$ cat src/verilog/fdo_pkg.sv
// package: constants, types and register map of the drive option block
`default_nettype none
package fdo_pkg;
   // register indices; byte address is four times the index
   localparam logic [7:0] IDX_OPTION = 8'hF1;
   localparam logic [7:0] IDX_KIND_STORE = 8'hF2;
   localparam logic [7:0] IDX_SPARE = 8'hF3;
   localparam logic [7:0] IDX_DRIVE0 = 8'hF4;
   localparam logic [7:0] IDX_DRIVE1 = 8'hF5;
   localparam logic [7:0] IDX_STATUS = 8'hF6;
   localparam int NUM_DRIVES = 2;
   // reset values
   localparam logic [7:0] RST_OPTION = 8'h00;
   localparam logic [7:0] RST_KIND_STORE = 8'hFF;
   localparam logic [7:0] RST_DRIVE = 8'h00;
   // field positions
   localparam int OPT_DENS_LSB = 2;
   localparam int KIND_A_LSB = 0;
   localparam int KIND_B_LSB = 2;
   localparam int DRV_KIND_LSB = 0;
   localparam int DRV_RATE_LSB = 3;
   localparam int DRV_PRECOMP_BIT = 6;
   // writable bits of each per-drive register: 6, 4:3, 1:0
   localparam logic [7:0] DRV_WMASK = 8'h5B;
   // density select codes
   localparam logic [1:0] DENS_CODE_HIGH = 2'h2;
   localparam logic [1:0] DENS_CODE_LOW = 2'h3;
   // cycles a read holds hreadyout low
   localparam int READ_WAIT_CYCLES = 1;

   typedef enum {DENS_PASS, DENS_HIGH, DENS_LOW} fdo_dens_e;

   typedef struct packed {
      logic en;
      logic [7:0] idx;
      logic [7:0] data;
   } fdo_wr_s;

   typedef struct packed {
      logic [1:0] kind;
      logic [1:0] rate;
      logic precomp_off;
   } fdo_drv_cfg_s;
endpackage
`default_nettype wire
$ cat src/verilog/fdo_ahb_slave.sv
// module: ahb-lite slave front end with one wait state on reads
`default_nettype none
module fdo_ahb_slave
   import fdo_pkg::*;
(
   // clock and reset
   input wire logic hclk,
   input wire logic hresetn,
   // ahb-lite
   input wire logic hsel,
   input wire logic [31:0] haddr,
   input wire logic [1:0] htrans,
   input wire logic hwrite,
   input wire logic hready,
   input wire logic [31:0] hwdata,
   output logic hreadyout,
   output logic [31:0] hrdata,
   // register side
   output fdo_wr_s wr,
   output logic [7:0] rd_idx,
   output logic rd_hit,
   input wire logic [7:0] rd_data
);
   logic ap_q;
   logic wr_q;
   logic hit_q;
   logic [7:0] idx_q;
   logic rdy_q;
   logic [31:0] rdata_q;
   logic accept;

   assign accept = hsel && hready && htrans[1];
   assign hreadyout = rdy_q;
   assign hrdata = rdata_q;
   assign rd_idx = idx_q;
   assign rd_hit = hit_q;
   // write commits at the end of the data phase, byte in lane 0
   assign wr.en = ap_q && wr_q && hit_q;
   assign wr.idx = idx_q;
   assign wr.data = hwdata[7:0];

   always_ff @(posedge hclk or negedge hresetn) begin
      if (!hresetn) begin
         ap_q <= 1'b0;
         wr_q <= 1'b0;
         hit_q <= 1'b0;
         idx_q <= 8'h00;
         rdy_q <= 1'b1;
      end else if (accept) begin
         ap_q <= 1'b1;
         wr_q <= hwrite;
         hit_q <= (haddr[31:10] == 22'h000000);
         idx_q <= haddr[9:2];
         // reads wait a cycle so a write just before is already stored
         rdy_q <= hwrite;
      end else begin
         ap_q <= 1'b0;
         rdy_q <= 1'b1;
      end
   end

   always_ff @(posedge hclk or negedge hresetn) begin
      if (!hresetn) begin
         rdata_q <= 32'h00000000;
      end else if (ap_q && !wr_q && !rdy_q) begin
         rdata_q <= {24'h000000, hit_q ? rd_data : 8'h00};
      end
   end
endmodule
`default_nettype wire

$ cat src/verilog/fdo_drive_opts.sv
// module: one per-drive option register
`default_nettype none
module fdo_drive_opts
   import fdo_pkg::*;
#(
   parameter logic [7:0] INDEX = 8'hF4
) (
   // clock and reset
   input wire logic hclk,
   input wire logic hresetn,
   input wire logic hard_rst,
   // register write
   input wire fdo_wr_s wr,
   // contents
   output logic [7:0] value,
   output fdo_drv_cfg_s cfg
);
   logic [7:0] reg_q;

   always_ff @(posedge hclk or negedge hresetn) begin
      if (!hresetn) begin
         reg_q <= RST_DRIVE;
      end else if (hard_rst) begin
         reg_q <= RST_DRIVE;
      end else if (wr.en && wr.idx == INDEX) begin
         reg_q <= wr.data & DRV_WMASK;
      end
   end

   assign value = reg_q;
   assign cfg.kind = reg_q[DRV_KIND_LSB +: 2];
   assign cfg.rate = reg_q[DRV_RATE_LSB +: 2];
   assign cfg.precomp_off = reg_q[DRV_PRECOMP_BIT];
endmodule
`default_nettype wire

$ cat src/verilog/fdo_option_regs.sv
// module: floppy drive option register group, top level
//
// The AHB-Lite interface to the registers was left to the implementer.
`default_nettype none
module fdo_option_regs
   import fdo_pkg::*;
(
   // clock and reset
   input wire logic hclk,
   input wire logic hresetn,
   // hard reset pin, asynchronous, active high
   input wire logic hard_reset_in,
   // ahb-lite slave
   input wire logic hsel,
   input wire logic [31:0] haddr,
   input wire logic [1:0] htrans,
   input wire logic hwrite,
   input wire logic [2:0] hsize,
   input wire logic hready,
   input wire logic [31:0] hwdata,
   output logic hreadyout,
   output logic hresp,
   output logic [31:0] hrdata,
   // controller core side
   input wire logic core_density,
   input wire logic drive_sel,
   output logic density_out,
   output logic [1:0] drive_kind_select,
   output logic [1:0] rate_map_select,
   output logic precomp_off,
   // stored drive types
   output logic [1:0] drive_a_kind,
   output logic [1:0] drive_b_kind
);
   fdo_wr_s wr;
   logic [7:0] rd_idx;
   logic rd_hit;
   logic [7:0] rd_data;
   logic hreadyout_w;
   logic [31:0] hrdata_w;

   // hard reset synchroniser state
   logic hr_s1_q;
   logic hr_s2_q;
   logic hr_s3_q;
   logic hard_rst_q;

   // register contents
   logic [1:0] dens_sel_q;
   logic [7:0] kind_store_q;
   logic [7:0] drv_value [NUM_DRIVES];
   fdo_drv_cfg_s drv_cfg [NUM_DRIVES];

   // output stage
   fdo_dens_e dens_mode;
   fdo_drv_cfg_s sel_cfg;
   logic density_q;
   logic [1:0] kind_q;
   logic [1:0] rate_q;
   logic precomp_q;
   logic [1:0] a_kind_q;
   logic [1:0] b_kind_q;
   logic hresp_q;
   logic [7:0] status;

   // bus front end
   fdo_ahb_slave u_slave (
      .hclk(hclk),
      .hresetn(hresetn),
      .hsel(hsel),
      .haddr(haddr),
      .htrans(htrans),
      .hwrite(hwrite),
      .hready(hready),
      .hwdata(hwdata),
      .hreadyout(hreadyout_w),
      .hrdata(hrdata_w),
      .wr(wr),
      .rd_idx(rd_idx),
      .rd_hit(rd_hit),
      .rd_data(rd_data)
   );

   // hsize is unused: only whole-word transfers are expected
   assign hreadyout = hreadyout_w;
   assign hrdata = hrdata_w;

   always_ff @(posedge hclk or negedge hresetn) begin
      if (!hresetn) begin
         hresp_q <= 1'b0;
      end else begin
         hresp_q <= 1'b0;
      end
   end
   assign hresp = hresp_q;

   // three-stage synchroniser on the hard reset pin
   always_ff @(posedge hclk or negedge hresetn) begin
      if (!hresetn) begin
         hr_s1_q <= 1'b0;
         hr_s2_q <= 1'b0;
         hr_s3_q <= 1'b0;
      end else begin
         hr_s1_q <= hard_reset_in;
         hr_s2_q <= hr_s1_q;
         hr_s3_q <= hr_s2_q;
      end
   end

   // a level counts only once two stages agree, filtering a single glitch
   always_ff @(posedge hclk or negedge hresetn) begin
      if (!hresetn) begin
         hard_rst_q <= 1'b0;
      end else if (hr_s2_q == hr_s3_q) begin
         hard_rst_q <= hr_s2_q;
      end
   end

   // density select field of the option register; other bits not kept here
   always_ff @(posedge hclk or negedge hresetn) begin
      if (!hresetn) begin
         dens_sel_q <= RST_OPTION[OPT_DENS_LSB +: 2];
      end else if (hard_rst_q) begin
         dens_sel_q <= RST_OPTION[OPT_DENS_LSB +: 2];
      end else if (wr.en && wr.idx == IDX_OPTION) begin
         dens_sel_q <= wr.data[OPT_DENS_LSB +: 2];
      end
   end

   // drive type store: all eight bits are plain storage
   always_ff @(posedge hclk or negedge hresetn) begin
      if (!hresetn) begin
         kind_store_q <= RST_KIND_STORE;
      end else if (hard_rst_q) begin
         kind_store_q <= RST_KIND_STORE;
      end else if (wr.en && wr.idx == IDX_KIND_STORE) begin
         kind_store_q <= wr.data;
      end
   end

   // one option register per drive
   genvar g;
   generate
      for (g = 0; g < NUM_DRIVES; g++) begin : g_drv
         fdo_drive_opts #(
            .INDEX(IDX_DRIVE0 + 8'(g))
         ) u_drv (
            .hclk(hclk),
            .hresetn(hresetn),
            .hard_rst(hard_rst_q),
            .wr(wr),
            .value(drv_value[g]),
            .cfg(drv_cfg[g])
         );
      end
   endgenerate

   // decode density select into a forcing mode
   always_comb begin
      case (dens_sel_q)
         DENS_CODE_HIGH: dens_mode = DENS_HIGH;
         DENS_CODE_LOW: dens_mode = DENS_LOW;
         default: dens_mode = DENS_PASS;
      endcase
   end

   // registered density line toward the drive, one cycle behind the core
   always_ff @(posedge hclk or negedge hresetn) begin
      if (!hresetn) begin
         density_q <= 1'b0;
      end else begin
         case (dens_mode)
            DENS_HIGH: density_q <= 1'b1;
            DENS_LOW: density_q <= 1'b0;
            DENS_PASS: density_q <= core_density;
            default: density_q <= core_density;
         endcase
      end
   end

   // settings of the selected drive go to the core
   assign sel_cfg = drive_sel ? drv_cfg[1] : drv_cfg[0];

   always_ff @(posedge hclk or negedge hresetn) begin
      if (!hresetn) begin
         kind_q <= RST_DRIVE[DRV_KIND_LSB +: 2];
         rate_q <= RST_DRIVE[DRV_RATE_LSB +: 2];
         precomp_q <= RST_DRIVE[DRV_PRECOMP_BIT];
      end else begin
         kind_q <= sel_cfg.kind;
         rate_q <= sel_cfg.rate;
         precomp_q <= sel_cfg.precomp_off;
      end
   end

   // drive A and B types from the store; upper fields drive nothing
   always_ff @(posedge hclk or negedge hresetn) begin
      if (!hresetn) begin
         a_kind_q <= RST_KIND_STORE[KIND_A_LSB +: 2];
         b_kind_q <= RST_KIND_STORE[KIND_B_LSB +: 2];
      end else begin
         a_kind_q <= kind_store_q[KIND_A_LSB +: 2];
         b_kind_q <= kind_store_q[KIND_B_LSB +: 2];
      end
   end

   assign density_out = density_q;
   assign drive_kind_select = kind_q;
   assign rate_map_select = rate_q;
   assign precomp_off = precomp_q;
   assign drive_a_kind = a_kind_q;
   assign drive_b_kind = b_kind_q;

   // read-only view of live state: bit0 drive, bit1 density, bit2 core
   assign status = {5'h00, core_density, density_q, drive_sel};

   // read mux; unmapped and reserved indices read zero
   always_comb begin
      rd_data = 8'h00;
      if (rd_hit) begin
         case (rd_idx)
            IDX_OPTION: rd_data = {4'h0, dens_sel_q, 2'h0};
            IDX_KIND_STORE: rd_data = kind_store_q;
            IDX_SPARE: rd_data = 8'h00;
            IDX_DRIVE0: rd_data = drv_value[0] & DRV_WMASK;
            IDX_DRIVE1: rd_data = drv_value[1] & DRV_WMASK;
            IDX_STATUS: rd_data = status;
            default: rd_data = 8'h00;
         endcase
      end
   end
endmodule
`default_nettype wire

$ cat config.mk
export PLATFORM = sky130hd
export DESIGN_NAME = fdo_option_regs
export DESIGN_NICKNAME = d
export VERILOG_FILES = /design/src/verilog/fdo_pkg.sv /design/src/verilog/fdo_ahb_slave.sv /design/src/verilog/fdo_drive_opts.sv /design/src/verilog/fdo_option_regs.sv
export SDC_FILE = /design/constraint.sdc
export NUM_CORES = 1
export LEC_CHECK = 0
export BUFFER_PORTS_ARGS = -buffer_cell sky130_fd_sc_hd__buf_2
export CAP_MARGIN = 20
export CORE_MARGIN = 3
export CORE_UTILIZATION = 42
export DETAILED_ROUTE_END_ITERATION = 8
export MAX_ROUTING_LAYER = met4
export PLACE_DENSITY = 0.87
export SETUP_SLACK_MARGIN = 0.15
export SYNTH_ARGS = -nofsm -noshare
export SYNTH_HDL_FRONTEND = slang
export SYNTH_SLANG_ARGS = --single-unit
$ cat constraint.sdc
create_clock -name hclk -period 1.55 [get_ports hclk]
set_input_delay 0 -clock hclk [delete_from_list [all_inputs] [get_ports hclk]]
set_output_delay 0 -clock hclk [all_outputs]
set_load 0.05 [all_outputs]
* After elaboration in Yosys (flattened, before gate mapping)
Cells that the tools add are included.
** Word-level totals
- Latch bits :: 0
- ROM bits :: 0
- Memory bits (writable) :: 0
- Output and inout port bits :: 44
- Register bits :: 58
- Word-level logic and storage cells :: 62
- Memories kept :: 0
- Bits of input ports :: 77
** Cells by class
- Bitwise logic cells :: 0
- $lt $le $gt $ge :: 0
- Add/sub/neg operators :: 0
- Equality and inequality tests :: 10
- Div/mod/pow operators :: 0
- Reduce and logical (&&, ||, !) cells :: 17
- Shift operators :: 0
- Multiplexer cells :: 15
- Multipliers :: 0
** Operators with widths (number)
- $eq A8 B8 Y1 const B :: 5
- $pmux W8 S5 :: 1
- $eq A32 B1 Y1 const B :: 1
- $eq A32 B2 Y1 const B :: 1
- $mux W7 :: 4
- $mux W8 :: 3
- $logic_not A22 Y1 :: 1
- $logic_and A1 B1 Y1 :: 10
- $reduce_bool A2 Y1 :: 4
- $mux W5 :: 1
- $eq A2 B2 Y1 const B :: 2
- $mux W2 :: 2
- $pmux W2 S2 :: 1
- $logic_not A1 Y1 :: 2
- $mux W1 :: 2
- $pmux W1 S2 :: 1
- $eq A1 B1 Y1 :: 1

* Longest topological paths before layout
- Depth in word-level cells :: 5
- Gate-level depth with buffers :: 5
- Mapped depth without buffers :: 4

* By module
Synthesis repeated with hierarchy kept, for this count alone.
** Unflattened totals
- Cell total of the unflattened synthesis :: 284
- Area total of the unflattened synthesis :: 3014.1 sq um
** By module, submodules not included
- fdo_option_regs :: area an instance 1214.9 sq um, seq. area each 615.6 sq um, cells each 106, times used 1
- fdo_ahb_slave :: area an instance 1107.3 sq um, seq. area each 501.7 sq um, cells each 112, times used 1
- fdo_drive_opts at g_drv[0].u_drv :: area an instance 346.6 sq um, seq. area each 125.1 sq um, cells each 33, times used 1
- fdo_drive_opts at g_drv[1].u_drv :: area an instance 345.3 sq um, seq. area each 125.1 sq um, cells each 33, times used 1

* Worst setup path after synthesis
No wires, ideal clock.
- Kind :: flip-flop to flip-flop
- Start :: reg u_slave.idx_q[0] (netlist: u_slave.rd_idx[0])
- End :: reg g_drv[0].u_drv.reg_q[0]
- Buffers on the path :: 1
- Stages on the path, launching flop included :: 6
- Slack :: -50 ps
- Arrival :: 1468 ps
- Required time :: 1418 ps
- Library setup time :: 132 ps
- Clock period less this slack :: 1600 ps
- Cell sequence :: dfrtp_1 > buf_6 > or2_2 > nor4_4 > mux2i_1 > nor2_1
** Between the ends
- Word-level cells in the longest chain between the ends :: 3
** RTL lines
- start, declared :: line fdo_ahb_slave.sv:27 : logic [7:0] idx_q;
- start signal, assigned :: line fdo_ahb_slave.sv:53 : idx_q <= haddr[9:2];
- $eq A8 B8 Y1 :: line fdo_drive_opts.sv:25 : end else if (wr.en && wr.idx == INDEX) begin
- $logic_and A1 B1 Y1 :: line fdo_drive_opts.sv:25
- $reduce_bool A2 Y1 (no source line)
- end signal, assigned :: line fdo_drive_opts.sv:26 : reg_q <= wr.data & DRV_WMASK;
- end, declared :: line fdo_drive_opts.sv:18 : logic [7:0] reg_q;
Every way passes these cells.
A chain may end at the register's enable or synchronous reset.

* Worst setup path in the final report
- Start :: reg u_slave.idx_q[3] (netlist: u_slave.rd_idx[3])
- End :: reg g_drv[0].u_drv.reg_q[1]
The elaborated chain is that of the path after synthesis.

==> metrics.md <==
| Metric | Value |
|---|---|
| Ys Warns | 0 |
| Yosys top cell by area | dfrtp_1 |
| Layout cells sized above 1 | a little over two fifths |
| # setup viols final | 14 |
| Synth Register Bits | 54 |
| Placer Congestion | around 0.90 |
| End of the worst hold path | g_drv[1].u_drv.value[1] |
| Combinational power share | between 20% and 30% |
| Critical path, cell by cell | nand4b_4, buf_6, nor4_4, buf_6, mux2i_4, nor2_1 |
| Met3 Use GR | 3.46% |
| Placed Instance Area | 0.00296 mm^2 |
| Final instance area | around 0.0034 mm^2 |
| Core ar. | 0.00571 mm^2 |
| Area delta synth->final | 31.1% |
| Power per cell area | around 910 mW/mm^2 |
| Fillers | 450 |
| Kind of critical path | register to register |
| Number of global-route vias before repair | just over 2000 |
| Cell repeated most along the worst path | buf_6 |
| Final hold violation count | 0 |
| Std-Cell Rows | 27 |
| R2R Setup Slk | -50 ps |
| CP Data Required Time | around 1700 ps |
| Register area | 0.00137 mm^2 |
| Ys async rst share | 100% |
| NumNets Final | 400 |
| Starting Density | around 45% |
| Largest net degree at the start of global routing | 55 |
| Port bufs | between 60 and 70 |
| Max-Cap Viols | 0 |
| Tightest Hold Check Type | input pin to register |
| Clock buffer count from CTS | 5 |
| Register area share after synthesis | between 50% and 60% |
| Crit path from | u_slave.rd_idx[3] |
| Setup Skew | around 11 ps |
| DR DRC count | 0 |
| Clk Latency, worst-skew pair | approximately 310 ps |
| Synth top area share | 40.1% |
| RR Endpoint | g_drv[0].u_drv.value[1] |
| Sequential power share | roughly half |
| P_leak | approximately 1.6 nW |
| Final period utilization | 103% |
| First-pass GRT wire length | around 10000 um |
| Critical path buffers and inverters | 2 |
| Clock Sinks | 54 |
| Crit path max-delay cell type | dfrtp_1 |
| N_diodes | 0 |
| Peak Freq | 624 MHz |
| Syn_area_per_cell | approximately 11 um^2 |
| Final Instance Count excl. Fillers | 396 |
| Max clock buf depth | 2 |
| Top cells by count, synth | 41 x dfrtp_1, 30 x nor2_1, 26 x buf_4 |
| Drt wl/cell | roughly 16 um |
| Headroom to the max-slew limit | 64.5% |
| Met1 usage | 21.6% |
| Internal power | 2.11 mW |
| Maximum fanout along the worst path | 5 |
| Global route overflow | 0 |
| Startpoint types | register |
| Chip height | approximately 84 um |
| # IOs | roughly 120 |
| Unique masters post-synth | 31 |
| # placed instances | about 370 |
| Routed WL | just over 6000 um |
| Critical path's largest stage delay | a little under 400 ps |
| Via Count | slightly below 2000 |
| Placement Setup Slack | -93.9 ps |
| VDD IR-drop max | ~470 uV |
| Sw frac | 30.6% |
| Switching power | 928 uW |
| Initial DRC Count | 119 |
| Slew @ Worst Pin | between 500 and 600 ps |
| EDFF count, synth | 0 |
| Synthesized instance count | around 230 |
| CTS tree | done |
| Status | finished, violations left |
| Chip Width | between 80 and 90 um |
| Primary FF master, synth | dfrtp_1 |
| Antenna violations before repair | 0 |
| Post-synthesis cell area | 0.00256 mm^2 |
| Most frequent cell after synthesis | dfrtp_1 |
| Post-DR vias/cell | slightly below 5 |
| R2R Path Start | u_slave.rd_idx[3] |
| Busiest layer in global routing | met2 |
| DIE AREA | just over 0.007 mm^2 |
| CTS HTree Levels | 2 |
| Multi-input logic area | approximately 0.0011 mm^2 |
| Arr. time, crit path | between 1500 and 2000 ps |
| DPL Wire Length | between 4000 and 5000 um |
| Clock Power Share | about a quarter |
| Min Tclk post-route | roughly 1600 ps |
| RSZ-0062 raised after global routing | yes |
| Reg clk slew, reported paths | about 90 ps |
| DRT Pass-1 Iters | 4 |
| Worst Slack Setup Final | -52.9 ps |
| Violated checks | setup timing |
| Count of pins over their slew limit | 0 |
| Crit end category | register |
| Synth area leaders | dfrtp_1 40%, dfstp_2 13%, mux2i_1 7.8% |
| CP top delay family | simple AND/OR/NAND/NOR gates |
| Min-Delay Path Depth | 3 |
| Grt met2 use | a little under a third |
| ANT nets after route | 0 |
| GRT Overall Usage | 18.5% |
| Worst reg2reg path depth | 6 |
| Clk root buf | clkbuf_8 |
| Hold path startpoint | hwdata[1] |
kinds of logic (layout without fill, tap and decap cells):
kind of cell / count (synthesis) / after routing / share of synthesized area (%)
multiplexers: 34 / 34 / 14.0
AO/OA/AOI/OAI: 25 / 25 / 5.72
other: 1 / 25 / 0.147
buffers and inverters: 34 / 109 / 9.44
adder cells (fa/ha/maj): 1 / 1 / 0.391
flip-flops: 54 / 54 / 53.5
AND/OR/NAND/NOR: 76 / 76 / 16.8
metal layers:
layer,share of wire [%],vias up
li1,-,924
met1,39,914
met2,52,69
met3,4.2,27
met4,4.6,0
met5,0,-
layout make-up:
type	instances	area share [%]
clock buffer	7	2.57
clock inverter	1	0.149
inverter	1	0.112
multi-input combinational	161	33.4
sequential	54	40.9
tap	72	2.69
timing repair buffer	100	20.1
through the flow:
step                total power [mW]  TNS [ps]  util (%)  hold WS (ps)
finish                          3.04      -360      58.7          33.4
global route                    3.17     -1500      58.7          46.7
CTS                             3.02     -93.2      57.4          6.54
detailed placement              2.16      -557      51.8          14.3
global placement                2.13         0      51.8          11.6
floorplan                       2.01         0         -          -296
worst max-delay path by stage:
stage | to | slack, ps | cells after the start
CTS | dens_sel_q[0] | -40 | 4
global route | g_drv[1].u_drv.value[3] | -110 | 6
finish | g_drv[0].u_drv.value[1] | -50 | 6
global placement | dens_sel_q[1] | 20 | 4
detailed placement | u_slave.hrdata[5] | -90 | 5
floorplan | dens_sel_q[0] | 40 | 5
layout by cell type (no fill, tap or decap), drive strengths merged:
master / count
nand4b: 1
o22a: 2
o21ai: 9
a2111oi: 1
nand4: 1
clkbuf: 7
nand3: 4
nor4: 9
a21oi: 12
or2: 2
a211oi: 1
maj3: 1
nor2: 30
clkinv: 1
or3b: 2
conb: 25
mux2: 14
nand2b: 2
or2b: 1
dlygate4sd3: 19
buf: 81
inv: 1
mux2i: 20
nand2: 15
nor3: 9
dfstp: 13
dfrtp: 41
state kept, by name, summed over array words and instances, names as in the netlist, 2 cells and up:
name / count
rate_map_select: 2
dens_sel_q: 2
drive_b_kind: 2
drive_a_kind: 2
u_slave.hrdata: 8
drive_kind_select: 2
g_drv.u_drv.value: 10
kind_store_q: 8
u_slave.rd_idx: 8
power by group through the flow:
stage	Combinational, mW	Sequential, mW	Clock, mW
2_1_floorplan	0.431	1.58	0
3_3_place_gp	0.580	1.55	0
3_5_place_dp	0.597	1.56	0
4_1_cts	0.670	1.53	0.817
5_1_grt	0.751	1.55	0.867
6_report	0.705	1.54	0.794
worst reg2reg max path: stages, from the launching register on:
cell and delay [ps]:
dfrtp_1 390, nand4b_4 190, buf_6 170, nor4_4 260
buf_6 180, mux2i_4 240, nor2_1 60
what timing repair did:
action                     CTS  global route
hold endpoints to repair    78             0
pin swaps                    1             3
setup buffers                3             0
hold buffers                19             0
resized for setup            6            25
setup endpoints to repair   28            28
gates cloned                 0             0
Note: power is estimated with default switching activity, not from simulation.
